<file path="src/hw/rrs_pkg.sv">
// ****************************************************************
// Shared constants for the return / rotate / subtract executor
// ****************************************************************
package rrs_pkg;

  // Timing: one instruction cycle is several system clocks
  localparam int CLK_PERIOD_NS = 50;
  localparam int INSTR_CYCLE_NS = 200;
  localparam int CLKS_PER_CYCLE = INSTR_CYCLE_NS / CLK_PERIOD_NS;
  localparam int CNT_W = 2;
  localparam logic [CNT_W-1:0] CNT_LAST = CNT_W'(CLKS_PER_CYCLE - 1);
  localparam logic [CNT_W-1:0] CNT_ZERO = 2'h0;

  // Widths
  localparam int DATA_W = 8;
  localparam int FADDR_W = 7;
  localparam int PC_W = 15;
  localparam int ADDR_W = 5;

  // Register byte offsets on the Avalon slave
  localparam logic [ADDR_W-1:0] ADDR_ACC = 5'h00;
  localparam logic [ADDR_W-1:0] ADDR_STATUS = 5'h04;
  localparam logic [ADDR_W-1:0] ADDR_CTRL = 5'h08;
  localparam logic [ADDR_W-1:0] ADDR_STATE = 5'h0C;

  // Status field positions
  localparam int ST_CARRY = 0;
  localparam int ST_NIBBLE = 1;
  localparam int ST_ZERO = 2;
  localparam int ST_PD_N = 3;
  localparam int ST_TO_N = 4;

  // Control and state field positions
  localparam int CT_EXEC_EN = 0;
  localparam int SS_SLEEP = 0;
  localparam int SS_BUSY = 1;

  // Reset values
  localparam logic [DATA_W-1:0] ACC_RST = 8'h00;
  localparam logic [DATA_W-1:0] BYTE_ZERO = 8'h00;
  localparam logic [PC_W-1:0] PC_RST = 15'h0000;
  localparam logic [31:0] WORD_ZERO = 32'h0000_0000;

  // Operation codes handed over by the instruction decoder
  typedef enum logic [2:0] {
    OP_NONE,
    OP_RETURN_LIT,
    OP_ROT_LEFT,
    OP_ROT_RIGHT,
    OP_LIT_SUB,
    OP_REG_SUB,
    OP_SLEEP
  } rrs_op_t;

endpackage

</file>
<file path="src/hw/rrs_exec.sv">
// Notes on behaviour
// - Return-with-literal loads the 8-bit literal into the accumulator, flags untouched.
// - Return-with-literal pops the return stack and loads the PC from it.
// - Return-with-literal is one word and takes two instruction cycles.
// - Rotate left through carry: old carry to bit 0, bit 7 to carry.
// - Destination bit 0 writes the accumulator, 1 writes the addressed register.
// - Rotate right through carry: old carry to bit 7, bit 0 to carry.
// - Literal subtract computes literal minus accumulator into the accumulator.
// - Literal subtract: carry, nibble flag set unless accumulator larger; zero on zero.
// - Register subtract computes register minus accumulator, same flag updates.
// - Sleep clears the watchdog counter and its prescaler.
// - Sleep clears the power-down bit and sets the time-out bit.
// - Sleep halts execution and stops the oscillator until wake.
`timescale 1ns/1ps
`default_nettype none

module rrs_exec
  import rrs_pkg::*;
(
  input wire logic clk_sys,
  input wire logic rstn,
  // Avalon-MM slave
  input wire logic [ADDR_W-1:0] avs_address,
  input wire logic avs_read,
  input wire logic avs_write,
  input wire logic [31:0] avs_writedata,
  output logic [31:0] avs_readdata,
  output logic avs_waitrequest,
  // Decoder side
  input wire logic instr_valid,
  input wire rrs_op_t instr_op,
  input wire logic [DATA_W-1:0] instr_literal,
  input wire logic [FADDR_W-1:0] instr_faddr,
  input wire logic instr_dest,
  output logic instr_ready,
  // Register file
  input wire logic [DATA_W-1:0] file_rdata,
  output logic file_we,
  output logic [FADDR_W-1:0] file_waddr,
  output logic [DATA_W-1:0] file_wdata,
  // Return stack and program counter
  input wire logic [PC_W-1:0] stack_top,
  output logic stack_pop,
  output logic pc_load,
  output logic [PC_W-1:0] pc_value,
  // Watchdog, power and flags
  input wire logic watchdog_timeout,
  input wire logic wake_pin,
  output logic watchdog_counter_clear,
  output logic watchdog_prescaler_clear,
  output logic sleep_state,
  output logic osc_stop,
  output logic [DATA_W-1:0] accumulator,
  output logic carry,
  output logic nibble_borrow_inverse,
  output logic zero,
  output logic power_down_n,
  output logic watchdog_expiry_n
);

  // ****************************************************************
  // Subtract helper
  // ****************************************************************
  // Returns {carry, nibble flag, difference}; a flag is 1 when no borrow occurs
  function automatic logic [DATA_W+1:0] sub_flags(input logic [DATA_W-1:0] minu,
                                                  input logic [DATA_W-1:0] subt);
    logic [DATA_W:0] d;
    logic [4:0] n;
    d = {1'b0, minu} - {1'b0, subt};
    n = {1'b0, minu[3:0]} - {1'b0, subt[3:0]};
    return {~d[DATA_W], ~n[4], d[DATA_W-1:0]};
  endfunction

  logic [CNT_W-1:0] cnt;
  logic busy;
  logic exec_en;
  logic wake_meta;
  logic wake_sync;
  logic bus_ack;
  logic cycle_en;
  logic exec;
  logic access;
  logic wr_fire;
  logic wr_acc;
  logic wr_status;
  logic wr_ctrl;
  logic [31:0] rd_mux;
  logic [DATA_W+1:0] sub_lit;
  logic [DATA_W+1:0] sub_reg;
  logic [DATA_W-1:0] alu_res;
  logic to_acc;
  logic to_file;
  logic upd_c;
  logic upd_dz;
  logic new_c;
  logic new_dc;
  logic is_ret;
  logic is_sleep;

  // ****************************************************************
  // Instruction cycle divider and handshake
  // ****************************************************************
  // The divider is held while asleep, so execution resumes on a clean cycle
  assign cycle_en = (cnt == CNT_LAST) && !sleep_state;
  assign instr_ready = cycle_en && exec_en && !busy;
  assign exec = instr_valid && instr_ready;
  assign is_ret = exec && (instr_op == OP_RETURN_LIT);
  assign is_sleep = exec && (instr_op == OP_SLEEP);
  assign osc_stop = sleep_state;
  assign sub_lit = sub_flags(instr_literal, accumulator);
  assign sub_reg = sub_flags(file_rdata, accumulator);

  // Divider counter
  always_ff @(posedge clk_sys or negedge rstn) begin
    if (!rstn) begin
      cnt <= CNT_ZERO;
    end else if (sleep_state || cnt == CNT_LAST) begin
      cnt <= CNT_ZERO;
    end else begin
      cnt <= cnt + 2'h1;
    end
  end

  // ****************************************************************
  // Operation decode
  // ****************************************************************
  // Each operation picks its result, destination and flags to update
  always_comb begin
    alu_res = accumulator;
    to_acc = 1'b0;
    to_file = 1'b0;
    upd_c = 1'b0;
    upd_dz = 1'b0;
    new_c = carry;
    new_dc = nibble_borrow_inverse;
    if (exec) begin
      unique case (instr_op)
        OP_RETURN_LIT: begin
          alu_res = instr_literal;
          to_acc = 1'b1;
        end
        OP_ROT_LEFT: begin
          alu_res = {file_rdata[DATA_W-2:0], carry};
          new_c = file_rdata[DATA_W-1];
          upd_c = 1'b1;
          to_acc = !instr_dest;
          to_file = instr_dest;
        end
        OP_ROT_RIGHT: begin
          alu_res = {carry, file_rdata[DATA_W-1:1]};
          new_c = file_rdata[0];
          upd_c = 1'b1;
          to_acc = !instr_dest;
          to_file = instr_dest;
        end
        OP_LIT_SUB: begin
          alu_res = sub_lit[DATA_W-1:0];
          {new_c, new_dc} = sub_lit[DATA_W+1:DATA_W];
          upd_c = 1'b1;
          upd_dz = 1'b1;
          to_acc = 1'b1;
        end
        OP_REG_SUB: begin
          alu_res = sub_reg[DATA_W-1:0];
          {new_c, new_dc} = sub_reg[DATA_W+1:DATA_W];
          upd_c = 1'b1;
          upd_dz = 1'b1;
          to_acc = !instr_dest;
          to_file = instr_dest;
        end
        OP_NONE, OP_SLEEP: begin
        end
        default: begin
        end
      endcase
    end
  end

  // ****************************************************************
  // Accumulator and flags
  // ****************************************************************
  // The executing instruction wins over a software write in the same cycle
  always_ff @(posedge clk_sys or negedge rstn) begin
    if (!rstn) begin
      accumulator <= ACC_RST;
      carry <= 1'b0;
      nibble_borrow_inverse <= 1'b0;
      zero <= 1'b0;
    end else begin
      if (to_acc) begin
        accumulator <= alu_res;
      end else if (wr_acc) begin
        accumulator <= avs_writedata[DATA_W-1:0];
      end
      if (upd_c) begin
        carry <= new_c;
      end else if (wr_status) begin
        carry <= avs_writedata[ST_CARRY];
      end
      if (upd_dz) begin
        nibble_borrow_inverse <= new_dc;
        zero <= (alu_res == BYTE_ZERO);
      end else if (wr_status) begin
        nibble_borrow_inverse <= avs_writedata[ST_NIBBLE];
        zero <= avs_writedata[ST_ZERO];
      end
    end
  end

  // Power status bits; sleep wins over a watchdog expiry in the same cycle
  always_ff @(posedge clk_sys or negedge rstn) begin
    if (!rstn) begin
      power_down_n <= 1'b1;
      watchdog_expiry_n <= 1'b1;
    end else if (is_sleep) begin
      power_down_n <= 1'b0;
      watchdog_expiry_n <= 1'b1;
    end else if (watchdog_timeout) begin
      watchdog_expiry_n <= 1'b0;
    end
  end

  // ****************************************************************
  // Side outputs: file write, stack, watchdog
  // ****************************************************************
  // All pulses are registered and last one system clock
  always_ff @(posedge clk_sys or negedge rstn) begin
    if (!rstn) begin
      file_we <= 1'b0;
      file_waddr <= '0;
      file_wdata <= BYTE_ZERO;
      stack_pop <= 1'b0;
      pc_load <= 1'b0;
      pc_value <= PC_RST;
      watchdog_counter_clear <= 1'b0;
      watchdog_prescaler_clear <= 1'b0;
    end else begin
      file_we <= to_file;
      if (exec) begin
        file_waddr <= instr_faddr;
        file_wdata <= alu_res;
      end
      stack_pop <= is_ret;
      pc_load <= is_ret;
      if (is_ret) begin
        pc_value <= stack_top;
      end
      watchdog_counter_clear <= is_sleep;
      watchdog_prescaler_clear <= is_sleep;
    end
  end

  // ****************************************************************
  // Sequencing: two-cycle return, sleep and wake
  // ****************************************************************
  // The return's second cycle refills the pipeline, so no new instruction
  always_ff @(posedge clk_sys or negedge rstn) begin
    if (!rstn) begin
      busy <= 1'b0;
      sleep_state <= 1'b0;
      wake_meta <= 1'b0;
      wake_sync <= 1'b0;
    end else begin
      wake_meta <= wake_pin;
      wake_sync <= wake_meta;
      if (is_ret) begin
        busy <= 1'b1;
      end else if (cycle_en) begin
        busy <= 1'b0;
      end
      if (is_sleep) begin
        sleep_state <= 1'b1;
      end else if (wake_sync) begin
        sleep_state <= 1'b0;
      end
    end
  end

  // ****************************************************************
  // Avalon-MM slave, one wait state on every access
  // ****************************************************************
  assign access = avs_read || avs_write;
  assign avs_waitrequest = access && !bus_ack;
  assign wr_fire = avs_write && bus_ack;
  assign wr_acc = wr_fire && (avs_address == ADDR_ACC);
  assign wr_status = wr_fire && (avs_address == ADDR_STATUS);
  assign wr_ctrl = wr_fire && (avs_address == ADDR_CTRL);
  // Unmapped offsets read as zero and ignore writes
  assign rd_mux = (avs_address == ADDR_ACC) ? {24'h00_0000, accumulator} :
                  (avs_address == ADDR_STATUS) ? {27'h0, watchdog_expiry_n,
                                                  power_down_n, zero,
                                                  nibble_borrow_inverse, carry} :
                  (avs_address == ADDR_CTRL) ? {31'h0, exec_en} :
                  (avs_address == ADDR_STATE) ? {30'h0, busy, sleep_state} :
                  WORD_ZERO;

  // Acknowledge flop, read data and control register
  always_ff @(posedge clk_sys or negedge rstn) begin
    if (!rstn) begin
      bus_ack <= 1'b0;
      avs_readdata <= WORD_ZERO;
      exec_en <= 1'b1;
    end else begin
      bus_ack <= access && !bus_ack;
      if (avs_read && !bus_ack) begin
        avs_readdata <= rd_mux;
      end
      if (wr_ctrl) begin
        exec_en <= avs_writedata[CT_EXEC_EN];
      end
    end
  end
endmodule // rrs_exec

`default_nettype wire

</file>
<file path="config.mk">
export PLATFORM = sky130hd
export DESIGN_NAME = rrs_exec
export DESIGN_NICKNAME = d
export VERILOG_FILES = /design/src/hw/rrs_pkg.sv /design/src/hw/rrs_exec.sv
export SDC_FILE = /design/constraint.sdc
export NUM_CORES = 1
export LEC_CHECK = 0
export ABC_AREA = 1
export BUFFER_PORTS_ARGS = -buffer_cell sky130_fd_sc_hd__buf_2
export CORE_MARGIN = 2
export CORE_UTILIZATION = 49
export DETAILED_ROUTE_END_ITERATION = 12
export GPL_ROUTABILITY_DRIVEN = 1
export PLACE_DENSITY = 0.82
export REMOVE_ABC_BUFFERS = 1
export SYNTH_ARGS = -nofsm -noshare
export SYNTH_HDL_FRONTEND = slang
export SYNTH_SLANG_ARGS = --single-unit
</file>
<file path="constraint.sdc">
create_clock -name clk_sys -period 2.09 [get_ports clk_sys]
set_input_delay 0.209 -clock clk_sys [delete_from_list [all_inputs] [get_ports clk_sys]]
set_output_delay 0.209 -clock clk_sys [all_outputs]
set_load 0.02 [all_outputs]
</file>
# Word-level counts from Yosys, hierarchy flattened

Index checks and enable logic that the tools add are counted.

Logic and storage cells: 108
Output and inout port bits: 84
Flip-flop bits (word level): 86
Bits of input ports: 86

Reductions and logical operators: 32
Eq/ne operators: 14
Muxes and demuxes: 33
Add/sub/neg operators: 5
Bitwise logic cells: 4

Operators with widths:

| kind                                                            | number |
|---|---|
| 8-bit case mux with 5 select lines                              | 1 |
| 8-bit two-way mux                                               | 4 |
| 1-bit two-way mux                                               | 21 |
| 8-bit by 8-bit subtractor with 9-bit output                     | 2 |
| 1-bit logical AND                                               | 12 |
| 2-bit nonzero test                                              | 6 |
| 5-bit by 4-bit == test with 1-bit output, second input constant | 2 |
| 4-bit by 4-bit subtractor with 5-bit output                     | 2 |
| 3-bit == test, second input constant                            | 3 |
| 8-bit zero test                                                 | 1 |
| 3-bit by 2-bit == test with 1-bit output, second input constant | 2 |
| 2-bit two-way mux                                               | 3 |
| 3-bit AND reduction                                             | 2 |
| 5-bit by 3-bit == test with 1-bit output, second input constant | 1 |
| 5-bit zero test                                                 | 1 |
| 5-bit two-way mux                                               | 1 |
| 5-bit by 1-bit != test with 1-bit output, second input constant | 1 |
| 1-bit zero test                                                 | 4 |
| 2-bit != test, second input constant                            | 2 |
| 1-bit NOT                                                       | 4 |
| 1-bit case mux with 2 select lines                              | 2 |
| 1-bit case mux with 4 select lines                              | 1 |
| 2-bit OR reduction                                              | 2 |
| 4-bit OR reduction                                              | 1 |
| other kinds (6)                                                 | 7 |

# Depth between registers and ports, before layout

Gate-level depths: netlist (run 1).

Word-level depth: 8
Depth in mapped cells: 17
Mapped depth without buffers: 17

# Least setup slack after synthesis (run 1)

No wires, ideal clock.

Kind: register -> register
From: register accumulator[0]
To: register zero
Clock period less this slack: 2026 ps
Cell stages (with the launch flop): 15
Required time: 2013 ps
Setup slack: 64 ps
Setup time: 77 ps
Path buffers: 0
Arrival time: 1948 ps
Path through: dfrtp_1 > ha_1 > inv_1 > fa_1 > xnor2_1 > nor2_1 > nor2_1 > nand3_1 > nand2_1 > nand2_1 > inv_1 > nand2_1 > nor2_1 > nand4_1 > a21oi_1

Longest elaborated chain between the ends: 5
Elaborated cells between the ends (all ways): 6
Classes of those cells: 2 x add/sub; 3 x mux; 1 x reduce/logical

Ends and longest elaborated chain:

| element                                     | line            | text |
|---|---|---|
| start, declared                             | rrs_exec.sv:53  | `output logic [DATA_W-1:0] accumulator,` |
| start signal, assigned                      | rrs_exec.sv:191 | `accumulator <= alu_res;` |
| start signal, assigned                      | rrs_exec.sv:193 | `accumulator <= avs_writedata[DATA_W-1:0];` |
| 8-bit by 8-bit subtractor with 9-bit output | rrs_exec.sv:69  | `d = {1'b0, minu} - {1'b0, subt};` |
| 8-bit case mux with 5 select lines          | rrs_exec.sv:137 | `unique case (instr_op)` |
| 8-bit two-way mux (*)                       | rrs_exec.sv:136 | `if (exec) begin` |
| 8-bit zero test (*)                         | rrs_exec.sv:202 | `zero <= (alu_res == BYTE_ZERO);` |
| 1-bit two-way mux (*)                       | rrs_exec.sv:200 | `if (upd_dz) begin` |
| end signal, assigned                        | rrs_exec.sv:202 |  |
| end signal, assigned                        | rrs_exec.sv:205 | `zero <= avs_writedata[ST_ZERO];` |
| end, declared                               | rrs_exec.sv:56  | `output logic zero,` |

Every way passes the cells marked *; elsewhere a longest branch is shown, timed or not.
A chain may end at the register's enable or synchronous reset.

# Final worst setup path (run 1)

Ends and elaborated chain as after synthesis.

==> impl_summary.md, run 1 <==
Die
In this run the core area contains 33 standard-cell rows. The floorplan step set the die width to 94.8 µm. The region available for standard cell placement spans 8090 µm². The floorplan step defined a die boundary enclosing 8990 µm².

For this configuration, the core starts out at a cell density of 49.9%. In this run the vertical extent of the chip is 94.8 µm. The count of boundary I/O pins is 170.

Placement
In this run, placement finished with an instance count of 771. Input and output buffers added on the ports amount to 121. At the end of routability-driven placement, the weighted congestion stood at 0.983. The wire-length estimate of the detail-placed layout is 8.71 mm. In this run the cell area measured after placement is 4770 µm².

Synth
The commonest register cell after synthesis is dfrtp_1. The Yosys step of the flow raised 0 warnings. After synthesis, the netlist uses 40 different library cells. The count of flip-flops with a built-in enable after synthesis is 0. Summing every instance area after synthesis gives 4040 µm². Counting every instance in the synthesized netlist gives 537. Synthesis inferred 62 register bits. The sequential fraction of the synthesis area is 38.5%. For this run, asynchronously set or reset flops after synthesis account for 100%. The average cell area after synthesis is 7.52 µm².

CTS
In this run the deepest clock path goes through 2 buffers. The number of CTS-inserted buffers is 9. The tree is rooted in a clkbuf_8. For the worst-skew pair, the clock arrives at the later sink with an insertion delay of 0.35 ns. TritonCTS built the clock tree. The number of clock sinks is 62. The clock-pin transition on the worst setup and hold timing paths is 0.08 ns. The number of H-tree branching levels is 3.

Drt
The number of DRC markers in iteration 0 is 305. The total iterations of the first detailed-routing run is 5. The average vias per placed instance is 5.16. After detailed routing, the number of remaining DRC violations is 0. Detailed routing inserted a total of 4,093 vias. The average detailed-routed wire length per instance is 14.2 µm. The total routed wirelength is 11.2 mm. The number of antenna-violating nets in the routed design is 0.

Power and ir drop
The power density relative to cell area is 1300 nW/µm². The cell leakage power is 2.85 nW. Summing internal, switching and leakage power gives 0.00663 W. VDD sags by at most 822 µV.

Timing
The number of slew-limit violations in the final report is 0. The clock period minus final worst setup slack is 2.08 ns. The transition time of the tightest slew-check pin is 0.612 ns.

The count of final setup violators is 0. Setup repair after global routing could not meet its margin everywhere. The worst pin sits at a relative slew slack of 59.2%. The hold slack is 0.0426 ns. The number of hold-slack violations in the final timing report is 0. Timing would allow up to 480 MHz.

The share of the clock period used by the worst path is 99.6%. Clock skew on the completed layout was measured at 0.00861 ns.

Status
The flow ran to the end, and the final reports show no timing, DRC or antenna violations.

Setup path
The data required time of the worst path is 2.36 ns. The worst setup path is launched from a flip-flop. The critical path in this run is classified as reg -> reg. The number of cells on the worst reg-to-reg path is 12.

The worst path arrival time is 2.36 ns. The capture instance of the worst register-to-register path is zero$_DFFE_PN0P_. The reg-to-reg critical path startpoint is accumulator[0]$_DFFE_PN0P_.

Along the worst path, the maximum fanout reaches 4. The worst setup path is captured at a flip-flop. The flop-to-flop setup slack is 0.008 ns.

Global route
The initial antenna violation count is 0. For this run the aggregate overflow at the end of global routing stands at 0. The overall track demand over capacity in global routing is 25.1%. The number of global-route vias before repair is 3,672. The first-pass GRT wire length is 17.3 mm.

Entering global routing, the biggest net connects 29 pins.

Cells and area
The final design area excluding fillers is 5100 µm². The fraction of final layout cells sized beyond drive strength 1 is 29.4%. At the end of the flow, the number of nets in the layout was 791. The count of non-filler cells in the finished layout is 793. Counting the fill cells in the layout gives 747. The area added between synthesis and finish is 26.3%. Measured on the finished design, the core utilization comes to 63.0%. The repair_antennas step left the layout with diodes totalling 0.

Hold path
The class of the tightest hold or removal check is in -> reg. The worst hold path begins at stack_top[14]. The worst hold path depth is 3. The path with the worst hold slack has its endpoint at pc_value[14]$_DFFE_PN0P_.

Run
The max capacitance violation total is 0.
[cell usage after synthesis, types with 4 or more instances]
cell type  number  share of area, %
a21oi_1        33               4.1
buf_4          29               5.4
clkbuf_1        4              0.37
dfrtp_1        59                37
ha_1           20               6.2
inv_1          52               4.8
inv_2           6              0.56
nand2_1       173                16
nand3_1        41               5.1
nand3b_1        9               1.7
nand4_1         4              0.62
nor2_1         39               3.6
o21a_1          6               1.1
o21ai_0        15               1.9
o22ai_1         9               1.4
[power breakdown]
part           total [W]  switching, W  internal (W)
Combinational    0.00347       0.00219       0.00128
Clock            0.00120      0.000515      0.000689
Sequential       0.00195      0.000288       0.00166
[how the worst max path moves through the flow]
stage,start,endpoint,slack [ns],cells past startpoint
finish,accumulator[0]$_DFFE_PN0P_,zero$_DFFE_PN0P_,0.008,12
global route,accumulator[0]$_DFFE_PN0P_,zero$_DFFE_PN0P_,-0.19,16
CTS,accumulator[0]$_DFFE_PN0P_,zero$_DFFE_PN0P_,0.0003,14
detailed placement,accumulator[0]$_DFFE_PN0P_,zero$_DFFE_PN0P_,0.01,13
global placement,accumulator[0]$_DFFE_PN0P_,carry$_DFFE_PN0P_,0.04,13
floorplan,osc_stop$_DFFE_PN0P_,accumulator[1]$_DFFE_PN0P_,-0.34,8
[final cells by class]
type                       instances  area (µm²)  share of cell area, %
multi-input combinational        404        2140                   41.9
sequential                        62        1560                   30.5
timing repair buffer             148         828                   16.2
inverter                          58         218                   4.27
clock inverter                     7         105                   2.06
tap                              105         131                   2.58
clock buffer                       9         124                   2.43
[placed cells by master (no fill, tap or decap), types with 2 or more instances in the layout]
cell type	Yosys	layout
dlygate4sd3_1	0	3
conb_1	1	24
buf_2	1	121
buf_4	29	23
inv_6	0	2
nor2_1	39	39
nand4_1	4	4
ha_1	20	19
dfstp_2	3	3
nand3_1	41	37
a21oi_2	1	3
inv_2	6	10
nand2_1	173	168
inv_1	52	48
o22ai_1	9	9
a221oi_1	2	2
o21a_1	6	6
o31ai_1	3	3
a21oi_1	33	31
o21ai_1	0	3
o21ai_0	15	12
nand2_2	2	7
fa_2	0	2
nor2_4	2	2
bufinv_16	0	2
clkbuf_8	0	9
nand3_2	0	4
nor3_1	3	3
dfrtp_1	59	59
nand3b_1	9	9
nand2_4	3	3
[flip-flops by register name (all words and copies together), names as in the netlist, 2 cells and up]
register and cells:
pc_value 15, file_waddr 7, avs_readdata 8, accumulator 8, cnt 2, file_wdata 8
[logic make-up (layout without fill, tap and decap cells)]
kind of cell | count (synthesis) | in the layout | synth area share (%)
AND/OR/NAND/NOR | 281 | 281 | 30.8
buffers and inverters | 94 | 222 | 11.8
AO/OA/AOI/OAI | 76 | 76 | 11.3
flip-flops | 62 | 62 | 38.5
adder cells (fa/ha/maj) | 22 | 22 | 7.19
other | 1 | 24 | 0.0928
XOR/XNOR | 1 | 1 | 0.217
[critical path, cell delays in order, from the launching register on]
cell	delay [ns]
dfrtp_1	0.43
ha_1	0.19
inv_1	0.07
fa_2	0.43
nand3_1	0.09
nand3_1	0.08
nor2_1	0.13
nand2_1	0.10
a21oi_2	0.13
nand2_1	0.06
nor2_1	0.09
nand4_1	0.09
a21oi_1	0.13
[timing repair]
action | in CTS | in global routing
hold buffers | 3 | 0
pin swaps | 1 | 4
hold endpoints to repair | 25 | 0
cloned | 0 | 0
setup endpoints to repair | 2 | 11
gates resized for setup | 3 | 18
buffers inserted | 0 | 3
[per-stage QoR]
| stage | setup TNS (ns) | worst slack [ns] |
|---|---|---|
| after global placement | 0 | 0.0448 |
| final | 0 | 0.00794 |
| after floorplan | -3.12 | -0.336 |
| after detailed placement | 0 | 0.0149 |
| after CTS | 0 | 0.000259 |
| after global routing | -0.211 | -0.185 |
[routing by layer]
metal | share of wire [%] | GRT usage [%] | up-vias
li1 | - | - | 1983
met1 | 41 | 32.3 | 1918
met2 | 49 | 41.4 | 174
met3 | 7.9 | 5.83 | 18
met4 | 1.6 | 8.70 | 0
met5 | 0 | 0 | -
Power figures use the tool's default switching activity.
==> run 2, diff against run 1 <==
--- a/config.mk
+++ b/config.mk
@@ -8,10 +8,10 @@
 export ABC_AREA = 1
 export BUFFER_PORTS_ARGS = -buffer_cell sky130_fd_sc_hd__buf_2
 export CORE_MARGIN = 2
-export CORE_UTILIZATION = 49
+export CORE_UTILIZATION = 50
 export DETAILED_ROUTE_END_ITERATION = 12
 export GPL_ROUTABILITY_DRIVEN = 1
-export PLACE_DENSITY = 0.82
+export PLACE_DENSITY = 0.83
 export REMOVE_ABC_BUFFERS = 1
 export SYNTH_ARGS = -nofsm -noshare
 export SYNTH_HDL_FRONTEND = slang
==> constraint.sdc (replaced) <==
create_clock -name clk_sys -period 2.4 [get_ports clk_sys]
set_input_delay 0.24 -clock clk_sys [delete_from_list [all_inputs] [get_ports clk_sys]]
set_output_delay 0.24 -clock clk_sys [all_outputs]
set_load 0.02 [all_outputs]
==> impl_summary.md, run 2 (synthesis gave the netlist of run 1 again) <==
Cells and area
The filler cell count in the final layout was 685 (-8.3%). The count of nets after finishing is 779 (-1.5%). The most flop-heavy register is pc_value. The count of non-filler cells in the finished layout came to 778 (-1.9%).

The number of flip-flops under the largest register name was 15 (unchanged). In the layout the commonest cells are nand2_1, buf_2, dfrtp_1, inv_1, nand3_1. The antenna cell count is 0 (unchanged). The area growth from synthesis to layout is 23.4%. The share of the core filled with cells is 64.1% (+1.1 points).

The library cell used most frequently in the layout, excluding fill and tap cells, is nand2_1. The fraction of final layout cells sized beyond drive strength 1 came to 26.3% (-3.0 points).

Die
The area of the core region is 7770 µm² (-4.0%). The count of boundary I/O pins is 170 (unchanged). The overall die height is 93.9 µm (-0.97%). The number of placement rows is 32 (-3.0%). The width of the chip is 93.9 µm (-0.97%). The die outline area came to 8810 µm² (-1.9%).

The effective utilization at floorplan is 52.0% (+2.1 points).

Drt
The total vias in the final route was 4,147 (+1.3%). The average detailed-routed wire length per instance came to 15.0 µm (+6.0%). The total routed wirelength came to 11.7 mm (+4.0%).

The number of DRC markers in iteration 0 is 252 (-17%). The total iterations of the first detailed-routing run is 5 (unchanged). The average vias per placed instance is 5.33 (+3.3%).

The number of DRC violations after detailed routing is 0 (unchanged). The number of antenna-violating nets in the routed design came to 0 (unchanged).

Setup path
The delay contributed by the slowest stage of the critical path is 0.47 ns (+0.04 ns). The number of cell instances on the worst register-to-register path came to 13 (+1). The kind of critical path is reg -> reg. The cell at the slowest stage of the critical path is fa_1. The worst setup path is launched from a flip-flop. The most critical setup path has its endpoint at zero$_DFFE_PN0P_. The worst path arrival time is 2.53 ns (+0.17 ns). The top fanout value on the critical path was 5 (+1). The reg-to-reg critical path startpoint is accumulator[1]$_DFFE_PN0P_. The flop-to-flop setup slack is 0.14 ns (+0.13 ns). The data required time of the worst path is 2.67 ns (+0.31 ns). The most critical setup path has its startpoint at accumulator[1]$_DFFE_PN0P_.

The worst register-to-register path ends at zero$_DFFE_PN0P_. The worst setup path is captured at a flip-flop. Walking the worst path, the cells encountered are clkinvlp_4 -> fa_1 -> xnor2_1 -> nor2_1 -> nor2_1 -> nand3_1 -> nand2_1 -> nand2_1 -> inv_1 -> nand2_1 -> nor2_1 -> nand4_1 -> a21oi_2.

Global route
The met2 layer usage reported by global route is 43.2% (+1.7 points). After global routing, the most crowded layer is met2. The met1 usage is 36.3% (+4.0 points). The initial antenna violation count is 0 (unchanged).

The number of global-route vias before repair is 3,775 (+2.8%). The pin count of the biggest net entering global routing was 31 (+6.9%). The final global-route overflow total was 0 (unchanged).

The first-pass GRT wire length is 18.2 mm (+5.3%). The fraction of met3 tracks used by global routing is 3.85% (-2.0 points). The overall track demand over capacity in global routing is 26.5% (+1.5 points).

Status
The flow ran to the end, and the final reports show no timing, DRC or antenna violations.

Timing
The share of the clock period used by the worst path is 94.1% (-5.5 points). The aggregate negative setup slack is 0 ns (unchanged). The number of slew-limit violations in the final report came to 0 (unchanged). The final setup skew is 0.00909 ns (+0.000483 ns). The worst-case headroom to the max-slew limit is 55.5% (-3.8 points). The count of final setup violators is 0 (unchanged). The clock period minus final worst setup slack is 2.26 ns (+0.177 ns).

The maximum operating frequency is 443 MHz (-7.8%). The transition time of the tightest slew-check pin is 0.668 ns (+0.0563 ns). The number of hold-slack violations in the final timing report is 0 (unchanged).

CTS
The maximum buffer depth of the clock tree is 2 (unchanged). The number of clock sinks is 62 (unchanged). The clock-pin transition on the worst setup and hold timing paths is 0.08 ns (about the same). The clock insertion delay at the later pin of the skew report is 0.34 ns (about the same). The number of H-tree branching levels is 3 (unchanged). The cell chosen for the clock root is clkbuf_8. The TritonCTS clock tree is built.

The number of CTS-inserted buffers was 9 (unchanged).

Power and ir drop
The part of the power in registers is 29.8% (+0.4 points). The clock share of power is 20.3% (+2.1 points). The combinational fraction of design power came to 49.9% (-2.5 points). The share of total power consumed by net switching is 45.0% (-0.16 points). The cell leakage power is 2.80 nW (-1.7%). The total power is 0.00575 W (-13%). The power density relative to cell area is 1150 nW/µm² (-11%).

The internal portion of total power is 0.00316 W (-13%). The worst ir drop on vdd came to 748 µV (-8.9%). The net switching power is 0.00259 W (-14%).

Run
The max capacitance violation total is 0 (unchanged).

Hold path
The worst hold path depth came to 2 (-1). The start point of the worst min-delay path is watchdog_timeout. The worst hold path belongs to the class in -> reg.

Placement
The post-placement cell count was 756 (-1.9%). The number of buffers inserted by port buffering is 121 (unchanged). The routability-driven placement congestion ratio is 0.984 (+0.13%). The half-perimeter wire length after detailed placement is 9.15 mm (+5.0%).
## run 2: how the worst min path moves through the flow
stage | slack [ns] | end
after floorplan | -0.06 | accumulator[0]$_DFFE_PN0P_
after global placement | 0.30 | watchdog_prescaler_clear$_DFF_PN0_
after detailed placement | 0.32 | osc_stop$_DFFE_PN0P_
after CTS | 0.05 | watchdog_expiry_n$_DFFE_PN1P_
after global routing | 0.05 | watchdog_expiry_n$_DFFE_PN1P_
final | 0.05 | watchdog_expiry_n$_DFFE_PN1P_
## run 2: through the flow
step / hold WS (ns) / setup slack [ns] / cell area [µm²]
finish: 0.0548 / 0.141 / 4980
global route: 0.0500 / -0.0233 / 4980
CTS: 0.0501 / 0.176 / 4940
detailed placement: 0.317 / 0.240 / 4670
global placement: 0.302 / 0.287 / 4670
floorplan: -0.0556 / -0.0255 / 3860
## run 2: final cells by class
cell class / count / area, µm² / area share, %
Sequential cell: 62 / 1560 / 31.2
Clock buffer: 9 / 124 / 2.49
Inverter: 58 / 221 / 4.44
Clock inverter: 7 / 128 / 2.56
Multi-Input combinational cell: 404 / 2100 / 42.2
Timing Repair Buffer: 136 / 723 / 14.5
Tap cell: 102 / 128 / 2.56
## run 2: what timing repair did
item | 4_1_cts | 5_1_grt
endpoints found under the hold margin | 26 | 0
setup endpoints to repair | 0 | 1
setup buffers | 0 | 4
hold buffers | 2 | 0
gates resized for setup | 0 | 5
## run 2: power by group through the flow
stage,clock network [W],registers (W),logic (W)
6_report,0.00117,0.00171,0.00287
5_1_grt,0.00122,0.00176,0.00315
4_1_cts,0.00117,0.00170,0.00279
3_5_place_dp,0,0.00171,0.00277
3_3_place_gp,0,0.00169,0.00268
2_1_floorplan,0,0.00214,0.00139
## run 2: critical path: cells and delay by family (launching register included)
family	cells	cell delay, ns
compound gates	1	0.13
xor+xnor	1	0.18
buf+inv	2	0.24
simple gates	8	0.70
fa+ha+maj	1	0.47
flops	1	0.44
## run 2: per-layer routing
metal / up-vias / share of wire (%)
met4: 0 / 2.2
li1: 1965 / -
met3: 22 / 6.7
met1: 1959 / 43
met5: - / 0
met2: 201 / 48
==> run 3, diff against run 2 <==
--- a/config.mk
+++ b/config.mk
@@ -11,7 +11,7 @@
 export CORE_UTILIZATION = 50
 export DETAILED_ROUTE_END_ITERATION = 12
 export GPL_ROUTABILITY_DRIVEN = 1
-export PLACE_DENSITY = 0.83
+export PLACE_DENSITY = 0.82
 export REMOVE_ABC_BUFFERS = 1
 export SYNTH_ARGS = -nofsm -noshare
 export SYNTH_HDL_FRONTEND = slang
==> impl_summary.md, run 3 (synthesis gave the netlist of run 1 again) <==
Status
The run finished with clean final reports.

Global route
The fraction of met3 tracks used by global routing came to 5.22% (+1.4 points). The met2 layer usage reported by global route is 42.4% (-0.71 points). The met1 usage is 31.3% (-5.0 points). The routing layer with the top usage in global route is met2. The pin count of the biggest net entering global routing is 44 (+42%).

The final global-route overflow total is 0 (unchanged). The first-pass GRT wire length is 17.0 mm (-6.2%). The overall track demand over capacity in global routing is 25.0% (-1.5 points).

The number of global-route vias before repair is 3,684 (-2.4%). The initial antenna violation count is 0 (unchanged).

Cells and area
Leaving out fill and tap cells, the most frequent cell in the layout is nand2_1. The final design area excluding fillers came to 4880 µm² (-2.1%). The filler cell count in the final layout was 670 (-2.2%). The number of flip-flops under the largest register name is 15 (unchanged). The antenna cell count is 0 (unchanged). In the layout the commonest cells are nand2_1, buf_2, dfrtp_1, inv_1, nand3_1. Ranked by flip-flop count, first place goes to pc_value. The fraction of final layout cells sized beyond drive strength 1 is 25.2% (-1.1 points). The count of nets after finishing is 773 (-0.77%). The total area of multi-input combinational cells is 2090 µm² (-0.48%). The area growth from synthesis to layout is 20.7%. The sequential cell area is 1560 µm² (unchanged).

CTS
The maximum buffer depth of the clock tree came to 2 (unchanged). The clock-pin transition on the worst setup and hold timing paths is 0.07 ns (about the same). The number of CTS-inserted buffers is 9 (unchanged). The number of H-tree branching levels is 3 (unchanged). The cell chosen for the clock root is clkbuf_8. The number of clock sinks is 62 (unchanged). TritonCTS built the clock tree.

The clock insertion delay at the later pin of the skew report is 0.34 ns (about the same).

Setup path
The data required time of the worst path is 2.62 ns (-0.05 ns). The kind of critical path is reg -> reg. The endpoint type of the worst setup path is a flip-flop. The worst path arrival time is 2.42 ns (-0.11 ns). STA classifies the critical path startpoint as a flip-flop.

The top fanout value on the critical path came to 7 (+2).

Drt
The average vias per placed instance is 5.09 (-4.6%). The number of antenna-violating nets in the routed design is 0 (unchanged). The number of DRC markers in iteration 0 is 240 (-4.8%).

The total iterations of the first detailed-routing run was 5 (unchanged). The number of DRC violations after detailed routing is 0 (unchanged). The average detailed-routed wire length per instance is 13.8 µm (-7.9%). The total routed wirelength was 10.7 mm (-8.6%). The total vias in the final route is 3,927 (-5.3%).

Die
The effective utilization at floorplan is 52.0% (unchanged). The count of boundary I/O pins was 170 (unchanged). The number of placement rows came to 32 (unchanged).

The area of the core region is 7770 µm² (unchanged). The die outline area is 8810 µm² (unchanged). The width of the chip is 93.9 µm (unchanged). The overall die height is 93.9 µm (unchanged).

Timing
The count of final setup violators is 0 (unchanged). The final setup skew is 0.0116 ns (+0.00250 ns). The number of slew-limit violations in the final report is 0 (unchanged). Setup repair after global routing left no endpoint under its margin. The transition time of the tightest slew-check pin is 0.954 ns (+0.286 ns).

The clock period minus final worst setup slack is 2.20 ns (-0.0586 ns). The worst setup slack after layout is 0.199 ns (+0.0586 ns). The share of the clock period used by the worst path is 91.7% (-2.4 points). The number of hold-slack violations in the final timing report is 0 (unchanged). The maximum operating frequency is 454 MHz (+2.7%). The worst-case headroom to the max-slew limit is 36.4% (-19 points).

Placement
The number of buffers inserted by port buffering is 121 (unchanged). The pre-CTS setup slack was 0.121 ns (-0.119 ns). The routability-driven placement congestion ratio came to 1.01 (+2.7%). The half-perimeter wire length after detailed placement is 8.70 mm (-4.9%). The placement-stage cell area is 4660 µm² (-0.16%).

Power and ir drop
The clock share of power was 17.4% (-2.9 points). The net switching power is 0.00248 W (-4.1%). The part of the power in registers is 31.6% (+1.8 points).

The cell leakage power is 2.76 nW (-1.7%). The power density relative to cell area was 1100 nW/µm² (-4.3%). The share of total power consumed by net switching is 46.1% (+1.1 points). The internal portion of total power is 0.00290 W (-8.1%). The worst ir drop on vdd is 430 µV (-43%). The combinational fraction of design power is 51.0% (+1.1 points).

Hold path
The class of the tightest hold or removal check is in -> async.

Run
The max capacitance violation total was 0 (unchanged).
==> run 3: changes by cell type in the layout (fill, tap and decap cells not counted), sizes merged <==
cell,before,now
buf,134,129
clkinv,0,3
bufinv,3,1
inv,61,59
clkbuf,9,10
dlygate4sd3,2,1
==> run 3: metal layers <==
metal | share of wire, % | routed length (µm)
met3 | 7.4 | 786
met2 | 49 | 5260
met5 | 0 | 0
met4 | 2.0 | 218
met1 | 41 | 4420
==> run 3: per-stage QoR <==
| stage | instances | hold WS, ns | total power, W | util [%] | TNS [ns] |
|---|---|---|---|---|---|
| 3_3_place_gp | 755 | 0.336 | 0.00433 | 60.0 | 0 |
| 4_1_cts | 772 | 0.0353 | 0.00539 | 62.8 | 0 |
| 3_5_place_dp | 755 | 0.338 | 0.00444 | 60.0 | 0 |
| 2_1_floorplan | 524 | -0.0556 | 0.00353 | - | -0.0255 |
| 5_1_grt | 772 | 0.0489 | 0.00582 | 62.8 | 0 |
| 6_report | 772 | 0.0486 | 0.00538 | 62.8 | 0 |
==> run 3: cell type report <==
class / count / share of cell area [%]
multi-input combinational: 404 / 42.9
sequential: 62 / 31.9
timing repair buffer: 130 / 13.9
inverter: 58 / 4.46
clock buffer: 10 / 2.82
tap: 102 / 2.62
clock inverter: 6 / 1.41
==> run 3: worst paths after layout <==
check | depth (start not counted) | to | slack (ns) | start
max in group asynchronous | 2 | pc_value[6]$_DFFE_PN0P_ | 1.62 | rstn
max reg2reg | 13 | carry$_DFFE_PN0P_ | 0.20 | accumulator[0]$_DFFE_PN0P_
min | 1 | avs_readdata[7]$_DFFE_PN0P_ | 0.05 | rstn
min reg2reg | 0 | wake_sync$_DFF_PN0_ | 0.37 | wake_meta$_DFF_PN0_
min in group clk_sys | 2 | watchdog_expiry_n$_DFFE_PN1P_ | 0.05 | watchdog_timeout
max | 13 | carry$_DFFE_PN0P_ | 0.20 | accumulator[0]$_DFFE_PN0P_
==> run 3: critical path: stages, from the launching register on <==
cell and delay [ns]:
dfrtp_2 0.46, ha_1 0.17, inv_1 0.04, fa_1 0.37, nand2_1 0.09, nand2_1 0.09
nand4_1 0.12, nand2_1 0.06, nand2_1 0.07, a21oi_1 0.06, o21ai_0 0.28, nand3b_1 0.13
nand2_1 0.07, a21oi_1 0.05
==> run 3: power groups by stage <==
stage	logic, W	registers [W]	clock network, W
6_report	0.00275	0.00170	0.000936
5_1_grt	0.00305	0.00175	0.00102
4_1_cts	0.00274	0.00170	0.000957
3_5_place_dp	0.00273	0.00171	0
3_3_place_gp	0.00263	0.00170	0
2_1_floorplan	0.00139	0.00214	0
==> run 3: repair_timing <==
| action | CTS | global route |
|---|---|---|
| hold endpoints to repair | 1 | 0 |
| hold buffers | 1 | 0 |
| resized for setup | 0 | 2 |
| endpoints found under the setup margin | 0 | 2 |
| buffers inserted | 0 | 0 |
